### config.mk
export PLATFORM = sky130hd
export DESIGN_NAME = lsi_top
export DESIGN_NICKNAME = d
export VERILOG_FILES = /design/src/lsi_pkg.sv /design/src/lsi_sync.sv /design/src/lsi_top.sv
export VERILOG_INCLUDE_DIRS = /design/src
export SDC_FILE = /design/constraint.sdc
export NUM_CORES = 1
export LEC_CHECK = 0
export BUFFER_PORTS_ARGS = -buffer_cell sky130_fd_sc_hd__buf_4
export CELL_PAD_IN_SITES_DETAIL_PLACEMENT = 1
export CELL_PAD_IN_SITES_GLOBAL_PLACEMENT = 2
export CORE_UTILIZATION = 34
export CTS_CLUSTER_DIAMETER = 200
export DETAILED_ROUTE_END_ITERATION = 10
export GPL_ROUTABILITY_DRIVEN = 0
export PLACE_DENSITY_LB_ADDON = 0.1
export SLEW_MARGIN = 0
export SYNTH_ARGS = -nofsm -noshare
export SYNTH_HDL_FRONTEND = slang
export SYNTH_HIERARCHICAL = 1
export SYNTH_SLANG_ARGS = --single-unit
export TNS_END_PERCENT = 1
### constraint.sdc
create_clock -name clk -period 4 [get_ports clk]
set_input_delay 0.4 -clock clk [delete_from_list [all_inputs] [get_ports clk]]
set_output_delay 0.4 -clock clk [all_outputs]
set_load 0.02 [all_outputs]
### src/lsi_consts.svh
// Register offsets, field positions and protocol constants of the light sensor interrupt block
`ifndef LSI_CONSTS_SVH
`define LSI_CONSTS_SVH
`define LSI_REG_INTCTL 5'h02
`define LSI_REG_SRC 5'h03
`define LSI_REG_THL_LO 5'h08
`define LSI_REG_THL_HI 5'h09
`define LSI_REG_THH_LO 5'h0a
`define LSI_REG_THH_HI 5'h0b
`define LSI_INTCTL_RST 8'h00
`define LSI_SRC_RST 8'h00
`define LSI_INTCTL_WMASK 8'h77
`define LSI_SRC_WMASK 8'h03
`define LSI_STOP_BIT 6
`define LSI_MODE_HI 5
`define LSI_MODE_LO 4
`define LSI_PERS_HI 3
`define LSI_PERS_LO 0
`define LSI_CMD_BIT 7
`define LSI_ACT_HI 6
`define LSI_ACT_LO 5
`define LSI_ACT_CLEAR 2'h3
`define LSI_ARA_ADDR 7'h0c
`define LSI_DEV_ADDR 7'h2a
`endif

### src/lsi_pkg.sv
// Types shared by the light sensor interrupt block
package lsi_pkg;
    // Serial slave states, Gray coded along address, ack and byte phases
    typedef enum logic [2:0] {
        ST_IDLE = 3'h0,
        ST_ADDR = 3'h1,
        ST_AACK = 3'h3,
        ST_WBYTE = 3'h2,
        ST_WACK = 3'h6,
        ST_RBYTE = 3'h7,
        ST_RACK = 3'h5
    } lsi_state_t;

    // Interrupt style selection
    typedef enum logic [1:0] {
        MODE_OFF = 2'h0,
        MODE_LEVEL = 2'h1,
        MODE_ALERT = 2'h2,
        MODE_FORCE = 2'h3
    } lsi_mode_t;

    // Complete state of the top module
    typedef struct packed {
        lsi_state_t st;
        logic [3:0] bitc;
        logic [7:0] sh;
        logic rd;
        logic ara;
        logic first;
        logic lost;
        logic [4:0] ptr;
        logic [7:0] ctrl;
        logic [7:0] src;
        logic [15:0] thl;
        logic [15:0] thh;
        logic pend;
        logic [3:0] pcnt;
        logic force_req;
        logic scl_p;
        logic sda_p;
        logic sda_oe;
        logic int_o;
        logic int_oe;
        logic halt;
    } lsi_regs_t;
endpackage

### src/lsi_sync.sv
// Two flip-flop synchroniser for one asynchronous input
`timescale 1ns/10ps
module lsi_sync (
    input wire logic clk,
    input wire logic rst_n,
    input wire logic d,
    output logic q
);
    logic meta_q;

    // First stage feeds only the second stage
    always_ff @(posedge clk)
    begin
        if (!rst_n)
        begin
            meta_q <= 1'b1;
            q <= 1'b1;
        end
        else
        begin
            meta_q <= d;
            q <= meta_q;
        end
    end
endmodule

### src/lsi_top.sv
// Threshold interrupt logic of a colour light sensor with its serial register slave
`timescale 1ns/10ps
`include "lsi_consts.svh"
module lsi_top #(
    parameter logic [6:0] DEV_ADDR = `LSI_DEV_ADDR // Arbitrary neutral value
) (
    input wire logic clk,
    input wire logic rst_n,
    input wire logic scl_i,
    input wire logic sda_i,
    output logic sda_o,
    output logic sda_oe,
    output logic int_o,
    output logic int_oe,
    input wire logic [15:0] adc_ch0,
    input wire logic [15:0] adc_ch1,
    input wire logic [15:0] adc_ch2,
    input wire logic [15:0] adc_ch3,
    input wire logic adc_valid,
    output logic adc_halt
);
    lsi_pkg::lsi_regs_t q;
    lsi_pkg::lsi_regs_t d;
    logic scl_s;
    logic sda_s;
    logic scl_r;
    logic scl_f;
    logic start_c;
    logic stop_c;
    logic [15:0] sel_val;
    logic out_win;
    logic alert_mode;
    logic clr_cmd;
    logic clr_ara;
    logic [7:0] rd_val;
    logic [7:0] b;

    // Bus pins come from another clock domain
    lsi_sync u_sync_scl (
        .clk(clk),
        .rst_n(rst_n),
        .d(scl_i),
        .q(scl_s)
    );
    lsi_sync u_sync_sda (
        .clk(clk),
        .rst_n(rst_n),
        .d(sda_i),
        .q(sda_s)
    );

    // Bus edges and start or stop conditions
    assign scl_r = scl_s & ~q.scl_p;
    assign scl_f = ~scl_s & q.scl_p;
    assign start_c = scl_s & q.scl_p & q.sda_p & ~sda_s;
    assign stop_c = scl_s & q.scl_p & ~q.sda_p & sda_s;
    assign alert_mode = q.ctrl[`LSI_MODE_HI];

    // Selected channel and window test
    always_comb
    begin
        case (q.src[1:0])
            2'h0: sel_val = adc_ch0;
            2'h1: sel_val = adc_ch1;
            2'h2: sel_val = adc_ch2;
            default: sel_val = adc_ch3;
        endcase
        out_win = (sel_val < q.thl) || (sel_val > q.thh);
    end

    // Register read mux, unmapped offsets read as zero
    always_comb
    begin
        if (q.ptr == `LSI_REG_INTCTL)
            rd_val = q.ctrl;
        else if (q.ptr == `LSI_REG_SRC)
            rd_val = q.src;
        else if (q.ptr == `LSI_REG_THL_LO)
            rd_val = q.thl[7:0];
        else if (q.ptr == `LSI_REG_THL_HI)
            rd_val = q.thl[15:8];
        else if (q.ptr == `LSI_REG_THH_LO)
            rd_val = q.thh[7:0];
        else if (q.ptr == `LSI_REG_THH_HI)
            rd_val = q.thh[15:8];
        else
            rd_val = 8'h00;
    end

    // Next state of slave, registers and interrupt
    always_comb
    begin
        d = q;
        clr_cmd = 1'b0;
        clr_ara = 1'b0;
        b = q.sh;
        d.scl_p = scl_s;
        d.sda_p = sda_s;
        if (start_c)
        begin
            d.st = lsi_pkg::ST_ADDR;
            d.bitc = 4'h0;
            d.sda_oe = 1'b0;
        end
        else if (stop_c)
        begin
            d.st = lsi_pkg::ST_IDLE;
            d.sda_oe = 1'b0;
            if (q.force_req)
            begin
                d.pend = 1'b1;
                d.force_req = 1'b0;
            end
        end
        else
        begin
            case (q.st)
                lsi_pkg::ST_ADDR:
                begin
                    if (scl_r)
                    begin
                        d.sh = {q.sh[6:0], sda_s};
                        d.bitc = q.bitc + 4'h1;
                    end
                    else if (scl_f && q.bitc == 4'h8)
                    begin
                        d.ara = 1'b0;
                        d.rd = q.sh[0];
                        d.first = ~q.sh[0];
                        d.st = lsi_pkg::ST_AACK;
                        d.sda_oe = 1'b1;
                        if (q.sh[7:1] == `LSI_ARA_ADDR && q.sh[0])
                        begin
                            // Only an alerting device answers the query
                            d.ara = 1'b1;
                            if (!(q.pend && alert_mode))
                            begin
                                d.st = lsi_pkg::ST_IDLE;
                                d.sda_oe = 1'b0;
                            end
                        end
                        else if (q.sh[7:1] != DEV_ADDR)
                        begin
                            d.st = lsi_pkg::ST_IDLE;
                            d.sda_oe = 1'b0;
                        end
                    end
                end
                lsi_pkg::ST_AACK:
                begin
                    if (scl_f)
                    begin
                        d.bitc = 4'h0;
                        d.lost = 1'b0;
                        if (q.rd)
                        begin
                            d.sh = q.ara ? {DEV_ADDR, 1'b1} : rd_val;
                            d.sda_oe = ~d.sh[7];
                            d.st = lsi_pkg::ST_RBYTE;
                        end
                        else
                        begin
                            d.sda_oe = 1'b0;
                            d.st = lsi_pkg::ST_WBYTE;
                        end
                    end
                end
                lsi_pkg::ST_WBYTE:
                begin
                    if (scl_r)
                    begin
                        d.sh = {q.sh[6:0], sda_s};
                        d.bitc = q.bitc + 4'h1;
                    end
                    else if (scl_f && q.bitc == 4'h8)
                    begin
                        d.st = lsi_pkg::ST_WACK;
                        d.sda_oe = 1'b1;
                        d.first = 1'b0;
                        if (q.first)
                        begin
                            if (b[`LSI_CMD_BIT])
                                d.ptr = b[4:0];
                            if (b[`LSI_ACT_HI:`LSI_ACT_LO] == `LSI_ACT_CLEAR)
                                clr_cmd = 1'b1;
                        end
                        else
                        begin
                            d.ptr = q.ptr + 5'h01;
                            if (q.ptr == `LSI_REG_INTCTL)
                            begin
                                d.ctrl = b & `LSI_INTCTL_WMASK;
                                if (b[`LSI_MODE_HI:`LSI_MODE_LO] == lsi_pkg::MODE_FORCE)
                                    d.force_req = 1'b1;
                            end
                            else if (q.ptr == `LSI_REG_SRC)
                                d.src = b & `LSI_SRC_WMASK;
                            else if (q.ptr == `LSI_REG_THL_LO)
                                d.thl[7:0] = b;
                            else if (q.ptr == `LSI_REG_THL_HI)
                                d.thl[15:8] = b;
                            else if (q.ptr == `LSI_REG_THH_LO)
                                d.thh[7:0] = b;
                            else if (q.ptr == `LSI_REG_THH_HI)
                                d.thh[15:8] = b;
                        end
                    end
                end
                lsi_pkg::ST_WACK:
                begin
                    if (scl_f)
                    begin
                        d.sda_oe = 1'b0;
                        d.bitc = 4'h0;
                        d.st = lsi_pkg::ST_WBYTE;
                    end
                end
                lsi_pkg::ST_RBYTE:
                begin
                    if (scl_r)
                    begin
                        d.bitc = q.bitc + 4'h1;
                        // Released a one but the wire is low: a lower address won
                        if (q.ara && q.sh[7] && !sda_s)
                            d.lost = 1'b1;
                    end
                    else if (scl_f && q.bitc == 4'h8)
                    begin
                        d.sda_oe = 1'b0;
                        d.st = lsi_pkg::ST_RACK;
                        if (q.ara && !q.lost)
                            clr_ara = 1'b1;
                    end
                    else if (scl_f)
                    begin
                        d.sh = {q.sh[6:0], 1'b0};
                        d.sda_oe = ~q.sh[6] & ~q.lost;
                    end
                end
                lsi_pkg::ST_RACK:
                begin
                    if (scl_r)
                    begin
                        d.st = sda_s ? lsi_pkg::ST_IDLE : lsi_pkg::ST_AACK;
                        if (!q.ara)
                            d.ptr = q.ptr + 5'h01;
                    end
                end
                default:
                begin
                    d.st = lsi_pkg::ST_IDLE;
                end
            endcase
        end
        // Clears first, so a same-cycle event below still sets the flag
        if (clr_cmd || clr_ara)
            d.pend = 1'b0;
        if (adc_valid && !q.halt)
        begin
            if (!out_win)
                d.pcnt = 4'h0;
            else if (q.pcnt >= q.ctrl[`LSI_PERS_HI:`LSI_PERS_LO])
                d.pend = 1'b1;
            else
                d.pcnt = q.pcnt + 4'h1;
        end
        d.int_o = 1'b0;
        d.int_oe = d.pend && (d.ctrl[`LSI_MODE_HI:`LSI_MODE_LO] != lsi_pkg::MODE_OFF);
        d.halt = d.pend && d.ctrl[`LSI_STOP_BIT];
    end

    // State register
    always_ff @(posedge clk)
    begin
        if (!rst_n)
        begin
            q <= '0;
            q.ctrl <= `LSI_INTCTL_RST;
            q.src <= `LSI_SRC_RST;
            q.scl_p <= 1'b1;
            q.sda_p <= 1'b1;
        end
        else
            q <= d;
    end

    assign sda_o = 1'b0;
    assign sda_oe = q.sda_oe;
    assign int_o = q.int_o;
    assign int_oe = q.int_oe;
    assign adc_halt = q.halt;
endmodule

Word level (Yosys, flattened, before mapping)
Cells that the tools add are included.
{"block": "totals", "ff_bits": 80, "in_bits": 69, "output_inout_bits": 5, "word_cells": 264}
{"block": "classes", "n_addsub": 3, "n_lt_le_gt_ge": 3, "n_eq_ne": 49, "muxes": 108, "n_bitwise": 26, "reduce_logical": 46}
{"op": "$mux 8", "count": 17}
{"op": "$mux 53", "count": 2}
{"op": "$mux 48", "count": 2}
{"op": "$mux 69", "count": 1}
{"op": "$pmux 16 s3", "count": 1}
{"op": "$mux 47", "count": 1}
{"op": "$reduce_and 9->1", "count": 5}
{"op": "$mux 1", "count": 44}
{"op": "$ne 4x4->1 const B", "count": 9}
{"op": "$mux 34", "count": 1}
{"op": "$mux 3", "count": 11}
{"op": "$mux 16", "count": 2}
{"op": "$mux 32", "count": 1}
{"op": "$ne 2x2->1 const B", "count": 16}
{"op": "$mux 5", "count": 6}
{"op": "$pmux 8 s3", "count": 1}
{"op": "$reduce_and 7->1", "count": 3}
{"op": "$eq 5x4->1 const B", "count": 4}
{"op": "$not 1->1", "count": 18}
{"op": "$pmux 3 s6", "count": 1}
{"op": "$gt 16x16->1", "count": 1}
{"op": "$lt 16x16->1", "count": 1}
{"op": "$pmux 4 s4", "count": 1}
{"op": "$reduce_and 8->1", "count": 2}
{"op": "39 further kinds", "count": 84}

Depth between registers and ports, before layout
Gate-level depths: netlist of run 1.
{"block": "logic_depth", "word_depth": 18, "mapped_depth": 10, "mapped_depth_nobuf": 9}

By module
Netlist of run 1, hierarchy kept.
{"module": "lsi_top", "n_inst": 1, "cells_per_inst": 655, "area_per_inst_um2": 5256.3, "seq_area_each_um2": 1501.4}
{"module": "lsi_sync", "n_inst": 2, "cells_per_inst": 4, "area_per_inst_um2": 52.6, "seq_area_each_um2": 40.0}

Worst setup path before layout of run 1
No wires, ideal clock.
{"block": "synth_timing", "path_type": "register -> register", "from": "register q[44] (netlist bit)", "to": "register q, in the netlist int_oe", "setup_time_ns": 0.116, "arrival_ns": 3.369, "t_required_ns": 3.884, "slack_ns": 0.515, "stages_incl_launch_ff": 11, "n_path_buf": 2, "period_less_slack_ns": 3.485, "path_cell_list": "dfxtp_1 -> buf_2 -> buf_1 -> mux4_2 -> ha_1 -> nand4_1 -> or4_1 -> o32ai_1 -> a31oi_1 -> o21ba_2 -> o211a_1"}
{"block": "synth_via", "elab_chain_cells": 7, "elab_cells_between_ends": 10, "cone_classes": "2 x order compare; 2 x eq/ne; 3 x mux; 3 x reduce/logical"}
{"element": "start: declaration", "line_no": "lsi_top.sv:22", "text": "lsi_pkg::lsi_regs_t q;"}
{"element": "$eq 2x2->1, or another cell as far along", "line_no": "lsi_top.sv:62", "text": "case (q.src[1:0])"}
{"element": "$pmux 16 s3 (*)", "line_no": "lsi_top.sv:62"}
{"element": "$lt 16x16->1 / $gt 16x16->1 (equally long branches)", "line_no": "lsi_top.sv:68", "text": "out_win = (sel_val < q.thl) || (sel_val > q.thh);"}
{"element": "$logic_or 1x1->1 (*)", "line_no": "lsi_top.sv:68"}
{"element": "$mux 1 (*)", "line_no": "lsi_top.sv:260", "text": "if (!out_win)"}
{"element": "$mux 5 (*)", "line_no": "lsi_top.sv:258", "text": "if (adc_valid && !q.halt)"}
{"element": "$logic_and 1x1->1 (*)", "line_no": "lsi_top.sv:268", "text": "d.int_oe = d.pend && (d.ctrl[`LSI_MODE_HI:`LSI_MODE_LO] != lsi_pkg::MODE_OFF);"}
Mark *: on every way between the ends. The rest lies on a longest branch, timed or not.
A chain may end at the register's enable or synchronous reset.

Worst setup path after layout of run 1
{"block": "layout_timing", "from": "register q[44] (netlist bit)", "to": "register q[7] (netlist bit)"}
{"block": "layout_via", "elab_chain_cells": 6, "elab_cells_between_ends": 10, "cone_classes": "2 x order compare; 3 x eq/ne; 2 x mux; 3 x reduce/logical"}
{"element": "$eq 2x2->1, or another cell as far along", "line_no": "lsi_top.sv:62"}
{"element": "$pmux 16 s3 (*)", "line_no": "lsi_top.sv:62"}
{"element": "$lt 16x16->1 / $gt 16x16->1 (equally long branches)", "line_no": "lsi_top.sv:68"}
{"element": "$logic_or 1x1->1 (*)", "line_no": "lsi_top.sv:68"}
{"element": "$ne 2x2->1 (no source line)"}
{"element": "$reduce_and 2->1 (no source line)"}
Marked as above.

==> metrics.md, run 1 <==
| Metric | Value |
|---|---|
| Max_cap viols | `0` |
| Max Clock Freq | `293 MHz` |
| Seq/Total Area, Yosys | `0.295` |
| Leak | `roughly 2.4 nW` |
| Final hold viol count | `0` |
| Layout net count | `816` |
| Worst-Margin Slew | `between 1 and 1.5 ns` |
| Die X | `~130 um` |
| Tot Pwr | `0.00185 W` |
| Worst endpoint data arrival time | `3.59 ns` |
| Asr flop ratio synth | `0` |
| Vias/cell | `5.53` |
| VDD IR max | `0.215 mV` |
| Total Routing Usage GR | `0.230` |
| Routed vias | `5091` |
| WL/cell | `19.7 um` |
| Clock transition at the registers of the reported paths | `0.06 ns` |
| Initial Util | `0.350` |
| # fillers | `roughly 1900` |
| Power per standard cell area | `293 nW/um2` |
| Crit end category | `flip-flop` |
| Port Buf Inserts | `71` |
| Global-route wire length before repair | `28500 um` |
| Worst skew pair latency | `0.34 ns` |
| Startpoint types | `flip-flop` |
| R2R Setup Slk | `0.58 ns` |
| Worst Hold Class | `in2reg` |
| Area of the die | `approximately 16000 um2` |
| Hold slack | `0.241 ns` |
| Place WS | `roughly 0.57 ns` |
| Post-synth EDFFs | `0` |
| Fraction of layout cells with a size suffix above 1 | `0.165` |
| Slew HR | `0.314` |
| Reg2Reg Capture Point | `q[7]$_SDFFE_PN0P_` |
| Setup Buffers After CTS | `0` |
| Hold Crit Start | `sda_i` |
| Seq cells post-synth | `79` |
| 1st-iter DRT viols | `262` |
| Clock Sinks | `79` |
| Final setup margin | `0.583 ns` |
| Rows | `45` |
| Main synth FF type | `dfxtp_1` |
| Syn Inst Count | `663` |
| Largest net degree at the start of global routing | `56` |
| Router iterations before antenna repair | `4` |
| Syn Std Cell Area | `5360 um2` |
| Outcome | `completed` |
| Vias in the first global route | `5105` |
| Worst reg2reg path depth | `9` |
| Largest area contributor in the synthesized netlist | `dfxtp_1` |
| Antenna viol nets, final | `0` |
| Initial antenna violation count | `0` |
| HPWL Detailed | `approximately 13000 um` |
| Post-CTS Hold Buffers | `0` |
| Max Slew Vio Count | `0` |
| Syn avg cell area | `slightly above 8 um2` |
| Worst Hold Depth | `2` |
| Ranking of synthesized cells by area | `dfxtp_1 29%, ha_1 9.6%, mux4_2 6.7%` |
| Fin crit period | `between 3 and 4 ns` |
| Total negative slack | `0 ns` |
| Diode count | `0` |
| # IOs | `74` |
| Clock tree buffer depth | `2` |
| R2r startpoint | `q[44]$_SDFFE_PN0P_` |
| Commonest non-fill, non-tap cells in the layout | `79 x dfxtp_1, 77 x nand2_1, 77 x buf_4, 64 x a21oi_1, 53 x nor2_1` |
| Area Growth Syn to Fin | `17.9%` |
| Syn. warnings | `6` |
| Most common cell after layout, fill and taps aside | `dfxtp_1` |
| CTS tree | `yes` |
| CTS buffer count | `9` |
| Final period utilization | `0.854` |
| Hold Path Sink | `u_sync_sda/meta_q$_SDFF_PN1_` |
| H-Tree Depth | `3` |
| Worst Path Class, Setup | `reg2reg` |
| WL final | `around 18000 um` |
| Core area | `15300 um2` |
| DRC errors left | `0` |
| Clock tree root buffer cell | `clkbuf_16` |
| Die height | `128 um` |
| Final setup fails | `0` |
| Critical path fanouts, max | `12` |
| Required @ worst endpoint | `4.17 ns` |
| Post-CTS resize count | `0` |
| RSZ-0062 raised after global routing | `no` |
| Cell variety after synth | `68` |
| Fin Clk Skew | `between 0.004 and 0.005 ns` |
| Post-synth top area share | `0.295` |
| Total grt overflow | `0` |
[how the worst max path moves through the flow]
stage / startpoint / endpoint / slack, ns / cells after the start
floorplan: q[44]$_SDFFE_PN0P_ / int_oe$_SDFF_PN0_ / 0.51 / 10
global placement: q[44]$_SDFFE_PN0P_ / int_oe$_SDFF_PN0_ / 0.67 / 9
detailed placement: q[44]$_SDFFE_PN0P_ / q[7]$_SDFFE_PN0P_ / 0.57 / 9
CTS: q[44]$_SDFFE_PN0P_ / q[7]$_SDFFE_PN0P_ / 0.55 / 9
global route: q[44]$_SDFFE_PN0P_ / q[7]$_SDFFE_PN0P_ / 0.34 / 9
finish: q[44]$_SDFFE_PN0P_ / q[7]$_SDFFE_PN0P_ / 0.58 / 9
[routing by layer]
layer  track usage  up-vias  wire [um]
met5             0        -          0
met4        0.0471        0        183
met3        0.0373       15        849
met2         0.367      103       8350
met1         0.326     2518       8710
li1              -     2455          -
[synth_stat cells, types with 7 or more instances]
cell type / count
nor2_1: 53
nor3_1: 12
nand3_1: 31
inv_1: 46
o21ai_0: 23
mux4_2: 16
a211oi_1: 13
dfxtp_1: 79
nor2b_1: 8
ha_1: 41
mux2i_1: 20
o211ai_1: 9
a21o_1: 11
nand2b_1: 11
a21oi_1: 64
nand2_1: 77
buf_2: 8
nand3b_1: 7
clkbuf_1: 31
[report_power, final]
part / internal [W] / switching [W] / leakage, nW
combinational: 0.0000872 / 0.0000794 / 1.63
clock: 0.000558 / 0.000318 / 0.152
sequential: 0.000793 / 0.0000161 / 0.638
[metrics by stage]
| stage | instances | util | instance area (um2) |
|---|---|---|---|
| 2_1_floorplan | 664 | - | 5370 |
| 3_3_place_gp | 906 | 0.392 | 6010 |
| 3_5_place_dp | 906 | 0.392 | 6010 |
| 4_1_cts | 920 | 0.413 | 6320 |
| 5_1_grt | 920 | 0.413 | 6320 |
| 6_report | 920 | 0.413 | 6320 |
[sequential cells by signal, indices dropped and copies added (netlist names)]
signal             cells
u_sync_scl/meta_q      1
u_sync_sda/q           1
adc_halt               1
q                     63
b                      8
u_sync_sda/meta_q      1
int_oe                 1
u_sync_scl/q           1
sda_oe                 1
alert_mode             1
[logic make-up after synthesis]
logic type / after synthesis / synth area share
flip-flops: 79 / 0.295
adder cells (fa/ha/maj): 41 / 0.0957
other: 1 / 0.000699
multiplexers: 36 / 0.105
AO/OA/AOI/OAI: 169 / 0.203
buffers and inverters: 94 / 0.0705
XOR/XNOR: 7 / 0.0114
AND/OR/NAND/NOR: 236 / 0.220
[critical path: stages, from the launching register on]
cell      delay, ns
dfxtp_1        0.54
buf_4          0.33
mux4_2         0.56
ha_1           0.31
nand2_1        0.09
or4_1          0.54
o32ai_1        0.29
a31oi_1        0.12
nor2_1         0.32
a211oi_1       0.14
[layout make-up]
class,count,area [um2],area share
timing repair buffer,77,578,0.0914
clock inverter,3,68.8,0.0109
multi-input combinational,491,3410,0.539
inverter,48,180,0.0285
sequential,79,1580,0.250
tap,211,264,0.0418
clock buffer,11,243,0.0384
(Power assumes the default switching activity.)
==> inputs of run 2 (changes only) <==
==> constraint.sdc (replaced) <==
create_clock -name clk -period 4 [get_ports clk]
set_input_delay 0.2 -clock clk [delete_from_list [all_inputs] [get_ports clk]]
set_output_delay 0.2 -clock clk [all_outputs]
set_load 0.02 [all_outputs]
==> metrics.md, run 2 (synthesis gave the netlist of run 1 again) <==
| Metric | Value |
|---|---|
| Port Buf Inserts | `71 (unchanged)` |
| Commonest non-fill, non-tap cells in the layout | `79 x dfxtp_1, 77 x nand2_1, 76 x buf_4, 64 x a21oi_1, 53 x nor2_1` |
| VDD IR max | `0.234 mV (+9.1%)` |
| Required @ worst endpoint | `4.17 ns (about the same)` |
| Initial antenna violation count | `0 (unchanged)` |
| Flop pwr share | `0.426 (-0.011)` |
| # IOs | `74 (unchanged)` |
| HPWL Detailed | `13400 um (-0.63%)` |
| Max reg flops | `63 (unchanged)` |
| Worst reg2reg path depth | `9 (unchanged)` |
| Largest net degree at the start of global routing | `56 (unchanged)` |
| Crit-path slowest cell | `mux4_2` |
| Fin crit period | `3.43 ns (+0.0129 ns)` |
| Psw | `0.000438 W (+5.9%)` |
| Vias in the first global route | `5151 (+0.90%)` |
| Vias/cell | `5.46 (-1.3%)` |
| Fraction of layout cells with a size suffix above 1 | `0.166 (+0.00118)` |
| Post-layout util | `0.414 (+0.000980)` |
| Clock tree root buffer cell | `clkbuf_16` |
| Post-CTS resize count | `0 (unchanged)` |
| 1st-iter DRT viols | `228 (-13%)` |
| Total grt overflow | `0 (unchanged)` |
| Final setup fails | `0 (unchanged)` |
| Worst skew pair latency | `0.35 ns (about the same)` |
| Power per standard cell area | `300 nW/um2 (+2.5%)` |
| R2r startpoint | `q[44]$_SDFFE_PN0P_` |
| Max Clock Freq | `292 MHz (-0.38%)` |
| Area of the die | `16300 um2 (unchanged)` |
| Die X | `128 um (unchanged)` |
| Antenna viol nets, final | `0 (unchanged)` |
| Router iterations before antenna repair | `4 (unchanged)` |
| WL/cell | `19.3 um (-1.9%)` |
| Worst-Margin Slew | `1.05 ns (+0.0212 ns)` |
| Fin Clk Skew | `0.00939 ns (+0.00444 ns)` |
| DRC errors left | `0 (unchanged)` |
| Setup Buffers After CTS | `0 (unchanged)` |
| Post-CTS Hold Buffers | `0 (unchanged)` |
| Max incr delay on CP | `0.56 ns (about the same)` |
| CP cell instances | `buf_4 > mux4_2 > ha_1 > nand2_1 > or4_1 > o32ai_1 > a31oi_1 > nor2_1 > a211oi_1` |
| Crit end category | `flip-flop` |
| Routed vias | `5032 (-1.2%)` |
| Reg2Reg Capture Point | `q[9]$_SDFFE_PN0P_` |
| Total Routing Usage GR | `0.227 (-0.00231)` |
| Worst endpoint data arrival time | `3.60 ns (about the same)` |
| Rows | `45 (unchanged)` |
| Final hold viol count | `0 (unchanged)` |
| Diode count | `0 (unchanged)` |
| H-Tree Depth | `3 (unchanged)` |
| Total negative slack | `0 ns (unchanged)` |
| Critical path fanouts, max | `12 (unchanged)` |
| Clock power frac | `0.487 (+0.014)` |
| Most common cell after layout, fill and taps aside | `dfxtp_1` |
| Initial Util | `0.350 (unchanged)` |
| Global-route wire length before repair | `28400 um (about the same)` |
| CTS tree | `yes` |
| Comb pwr share | `0.087 (-0.003)` |
| Leak | `2.42 nW (+0.24%)` |
| Startpoint types | `flip-flop` |
| Switching share of total power | `0.230 (+0.00700)` |
| Clock transition at the registers of the reported paths | `0.06 ns (about the same)` |
| RSZ-0062 raised after global routing | `no` |
| WL final | `17800 um (-1.8%)` |
| Area Growth Syn to Fin | `18.2%` |
| Max Slew Vio Count | `0 (unchanged)` |
| Worst Path Class, Setup | `reg2reg` |
| Die height | `128 um (unchanged)` |
| Clock Sinks | `79 (unchanged)` |
| R2R Setup Slk | `0.57 ns (about the same)` |
| Layout net count | `815 (-0.12%)` |
| Outcome | `completed` |
| Final period utilization | `0.858 (+0.00322)` |
| Hold slack | `0.0362 ns (-0.204 ns)` |
| Critical Path End | `q[9]$_SDFFE_PN0P_` |
| Critical path origin | `q[44]$_SDFFE_PN0P_` |
| Int Pwr | `0.00146 W (+1.8%)` |
| Core area | `15300 um2 (unchanged)` |
| Worst Hold Class | `in2reg` |
| Slew HR | `0.301 (-0.0131)` |
| CTS buffer count | `9 (unchanged)` |
| Biggest register | `q` |
| Clock tree buffer depth | `2 (unchanged)` |
| # fillers | `1892 (+0.11%)` |
| Max_cap viols | `0 (unchanged)` |
-- run 2: changes by cell type in the layout (fill, tap and decap cells not counted) --
cell / change
clkinv_4: +1
clkbuf_8: +1
buf_4: -1
-- run 2: worst min path at each step --
stage	start	to	slack, ns	depth (start not counted)
floorplan	rst_n	u_sync_scl/meta_q$_SDFF_PN1_	0.27	1
global placement	scl_i	u_sync_scl/meta_q$_SDFF_PN1_	0.38	2
detailed placement	scl_i	u_sync_scl/meta_q$_SDFF_PN1_	0.39	2
CTS	scl_i	u_sync_scl/meta_q$_SDFF_PN1_	0.03	2
global route	sda_i	u_sync_sda/meta_q$_SDFF_PN1_	0.05	2
finish	scl_i	u_sync_scl/meta_q$_SDFF_PN1_	0.04	2
-- run 2: worst max-delay path: cells and delay by family (launching register included) --
| kind | cells | cell delay (ns) |
|---|---|---|
| fa+ha+maj | 1 | 0.31 |
| mux | 1 | 0.56 |
| simple gates | 3 | 0.94 |
| flops | 1 | 0.55 |
| compound gates | 3 | 0.56 |
| buf+inv | 1 | 0.33 |
-- run 2: cell type report --
cell class	count	area (um2)	area share
inverter	48	180	0.0284
clock buffer	12	256	0.0405
clock inverter	4	77.6	0.0122
tap	211	264	0.0417
multi-input combinational	491	3410	0.538
timing repair buffer	76	571	0.0900
sequential	79	1580	0.250
-- run 2: routing by layer --
| layer | global-route usage | share of wire | vias to the layer above |
|---|---|---|---|
| li1 | - | - | 2444 |
| met1 | 0.322 | 0.50 | 2503 |
| met2 | 0.365 | 0.46 | 73 |
| met3 | 0.0364 | 0.028 | 12 |
| met4 | 0.0450 | 0.0078 | 0 |
| met5 | 0 | 0 | - |
-- run 2: power by group through the flow --
stage               clock (W)  combinational (W)  sequential, W
floorplan                   0          0.0000979       0.000813
global placement            0           0.000160       0.000827
detailed placement          0           0.000166       0.000827
CTS                  0.000939           0.000167       0.000809
global route         0.000977           0.000184       0.000810
finish               0.000927           0.000165       0.000809
-- run 2: metrics by stage --
| step | std cells | instance area [um2] | setup WS [ns] | total power, W |
|---|---|---|---|---|
| final | 921 | 6340 | 0.570 | 0.00190 |
| after global routing | 921 | 6340 | 0.327 | 0.00197 |
| after CTS | 921 | 6340 | 0.539 | 0.00192 |
| after detailed placement | 905 | 6000 | 0.566 | 0.000993 |
| after global placement | 905 | 6000 | 0.673 | 0.000987 |
| after floorplan | 664 | 5370 | 0.515 | 0.000911 |
==> inputs of run 3 (changes only) <==
--- a/config.mk
+++ b/config.mk
@@ -6,7 +6,7 @@
 export SDC_FILE = /design/constraint.sdc
 export NUM_CORES = 1
 export LEC_CHECK = 0
-export BUFFER_PORTS_ARGS = -buffer_cell sky130_fd_sc_hd__buf_4
+export BUFFER_PORTS_ARGS = -buffer_cell sky130_fd_sc_hd__buf_2
 export CELL_PAD_IN_SITES_DETAIL_PLACEMENT = 1
 export CELL_PAD_IN_SITES_GLOBAL_PLACEMENT = 2
 export CORE_UTILIZATION = 34
==> metrics.md, run 3 (synthesis gave the netlist of run 1 again) <==
| Metric | Value |
|---|---|
| Reg2Reg Capture Point | `q[7]$_SDFFE_PN0P_` |
| CP cell instances | `buf_4 > mux4_2 > ha_1 > nand2_1 > or4_1 > o32ai_1 > a31oi_1 > nor2_1 > a211oi_1` |
| CTS buffer count | `9 (unchanged)` |
| Vias in the first global route | `5011 (-2.7%)` |
| Rows | `45 (unchanged)` |
| Power per standard cell area | `297 nW/um2 (-0.92%)` |
| Total negative slack | `0 ns (unchanged)` |
| Critical path origin | `q[44]$_SDFFE_PN0P_` |
| # fillers | `1892 (unchanged)` |
| Core area | `15300 um2 (unchanged)` |
| Max Slew Vio Count | `0 (unchanged)` |
| Critical Path End | `q[7]$_SDFFE_PN0P_` |
| Antenna viol nets, final | `0 (unchanged)` |
| Place WS | `0.587 ns (+0.0208 ns)` |
| Outcome | `completed` |
| Total Routing Usage GR | `0.227 (-0.000785)` |
| Global-route wire length before repair | `28300 um (-0.56%)` |
| Clock tree root buffer cell | `clkbuf_16` |
| Most common cell after layout, fill and taps aside | `dfxtp_1` |
| Largest net degree at the start of global routing | `56 (unchanged)` |
| Setup Buffers After CTS | `0 (unchanged)` |
| Vias/cell | `5.47 (about the same)` |
| R2r startpoint | `q[44]$_SDFFE_PN0P_` |
| Worst reg2reg path depth | `9 (unchanged)` |
| WL/cell | `19.3 um (-0.23%)` |
| Clock tree buffer depth | `2 (unchanged)` |
| WL final | `17700 um (-0.23%)` |
| Top delay family on crit path | `simple AND/OR/NAND/NOR gates` |
| Post-CTS Hold Buffers | `0 (unchanged)` |
| Worst skew pair latency | `0.34 ns (about the same)` |
| Critical path fanouts, max | `12 (unchanged)` |
| R2R Setup Slk | `0.59 ns (+0.02 ns)` |
| Port Buf Inserts | `71 (unchanged)` |
| DRC errors left | `0 (unchanged)` |
| Diode count | `0 (unchanged)` |
| Post-CTS resize count | `0 (unchanged)` |
| Final hold viol count | `0 (unchanged)` |
| Router iterations before antenna repair | `5 (+1)` |
| RSZ-0062 raised after global routing | `no` |
| Crit-path slowest cell | `mux4_2` |
| Area of the die | `16300 um2 (unchanged)` |
| Max reg flops | `63 (unchanged)` |
| Fin crit period | `3.41 ns (-0.0198 ns)` |
| Max Clock Freq | `293 MHz (+0.58%)` |
| VDD IR max | `0.233 mV (-0.52%)` |
| Final period utilization | `0.853 (-0.00496)` |
| Initial Util | `0.350 (unchanged)` |
| Leak | `2.35 nW (-2.8%)` |
| Fin Clk Skew | `0.0129 ns (+0.00348 ns)` |
| Worst Path Class, Setup | `reg2reg` |
| Required @ worst endpoint | `4.18 ns (about the same)` |
| Placed Instance Area | `5820 um2 (-3.0%)` |
| Biggest register | `q` |
| Hold slack | `0.0379 ns (+0.00174 ns)` |
| CTS tree | `yes` |
| Die height | `128 um (unchanged)` |
| Die X | `128 um (unchanged)` |
| Final setup fails | `0 (unchanged)` |
| Initial antenna violation count | `0 (unchanged)` |
| HPWL Detailed | `13400 um (+0.25%)` |
| Cell area after layout | `6130 um2 (-3.3%)` |
| Layout net count | `815 (unchanged)` |
| Worst endpoint data arrival time | `3.59 ns (about the same)` |
| Routed vias | `5035 (+0.060%)` |
| Commonest non-fill, non-tap cells in the layout | `79 x dfxtp_1, 77 x nand2_1, 71 x buf_2, 64 x a21oi_1, 53 x nor2_1` |
| Slew HR | `0.312 (+0.0111)` |
| Worst path bufs/invs | `1 (unchanged)` |
| Max incr delay on CP | `0.56 ns (about the same)` |
| Max_cap viols | `0 (unchanged)` |
| Area Growth Syn to Fin | `14.3%` |
| Final setup margin | `0.589 ns (+0.0198 ns)` |
| H-Tree Depth | `3 (unchanged)` |
| Clock Sinks | `79 (unchanged)` |
| Crit end category | `flip-flop` |
| Startpoint types | `flip-flop` |
| Worst-Margin Slew | `1.03 ns (-0.0182 ns)` |
| 1st-iter DRT viols | `328 (+44%)` |
| Total grt overflow | `0 (unchanged)` |
| Clock transition at the registers of the reported paths | `0.07 ns (about the same)` |
| # IOs | `74 (unchanged)` |
| Worst Hold Class | `in2reg` |
| Fraction of layout cells with a size suffix above 1 | `0.168 (+0.00141)` |
| CP Depth | `9 (unchanged)` |
-- run 3: changes by cell type in the layout (fill, tap and decap cells not counted), sizes merged --
| cell | previous run | this run |
|---|---|---|
| clkbuf | 12 | 10 |
| clkinv | 3 | 4 |
| bufinv | 2 | 1 |
| inv | 47 | 49 |
-- run 3: worst min path at each step --
| stage | startpoint | slack (ns) | to | depth (start not counted) |
|---|---|---|---|---|
| 6_report | sda_i | 0.04 | u_sync_sda/meta_q$_SDFF_PN1_ | 2 |
| 3_5_place_dp | sda_i | 0.39 | u_sync_sda/meta_q$_SDFF_PN1_ | 2 |
| 3_3_place_gp | scl_i | 0.38 | u_sync_scl/meta_q$_SDFF_PN1_ | 2 |
| 5_1_grt | sda_i | 0.06 | u_sync_sda/meta_q$_SDFF_PN1_ | 2 |
| 4_1_cts | sda_i | 0.04 | u_sync_sda/meta_q$_SDFF_PN1_ | 2 |
| 2_1_floorplan | rst_n | 0.27 | u_sync_scl/meta_q$_SDFF_PN1_ | 1 |
-- run 3: cell type report --
class                      count  area, um2  share of cell area
inverter                      48        180              0.0294
clock buffer                  10        239              0.0390
tap                          211        264              0.0431
sequential                    79       1580               0.258
multi-input combinational    491       3410               0.556
clock inverter                 6       66.3              0.0108
timing repair buffer          76        393              0.0641
-- run 3: metal layers --
metal,vias to the layer above,GRT usage,share of wire
met5,-,0,0
met4,0,0.0388,0.0065
met3,11,0.0281,0.027
met2,62,0.350,0.46
met1,2513,0.339,0.50
li1,2449,-,-
-- run 3: through the flow --
step            util  power, W  instances
2_1_floorplan      -  0.000911        664
3_3_place_gp   0.380  0.000968        905
3_5_place_dp   0.380  0.000974        905
4_1_cts        0.400   0.00183        921
5_1_grt        0.400   0.00188        921
6_report       0.400   0.00182        921
-- run 3: power by group --
| group | total [W] | switching, W | internal (W) |
|---|---|---|---|
| combinational | 0.000147 | 0.0000779 | 0.0000689 |
| sequential | 0.000809 | 0.0000160 | 0.000793 |
| clock | 0.000867 | 0.000363 | 0.000505 |
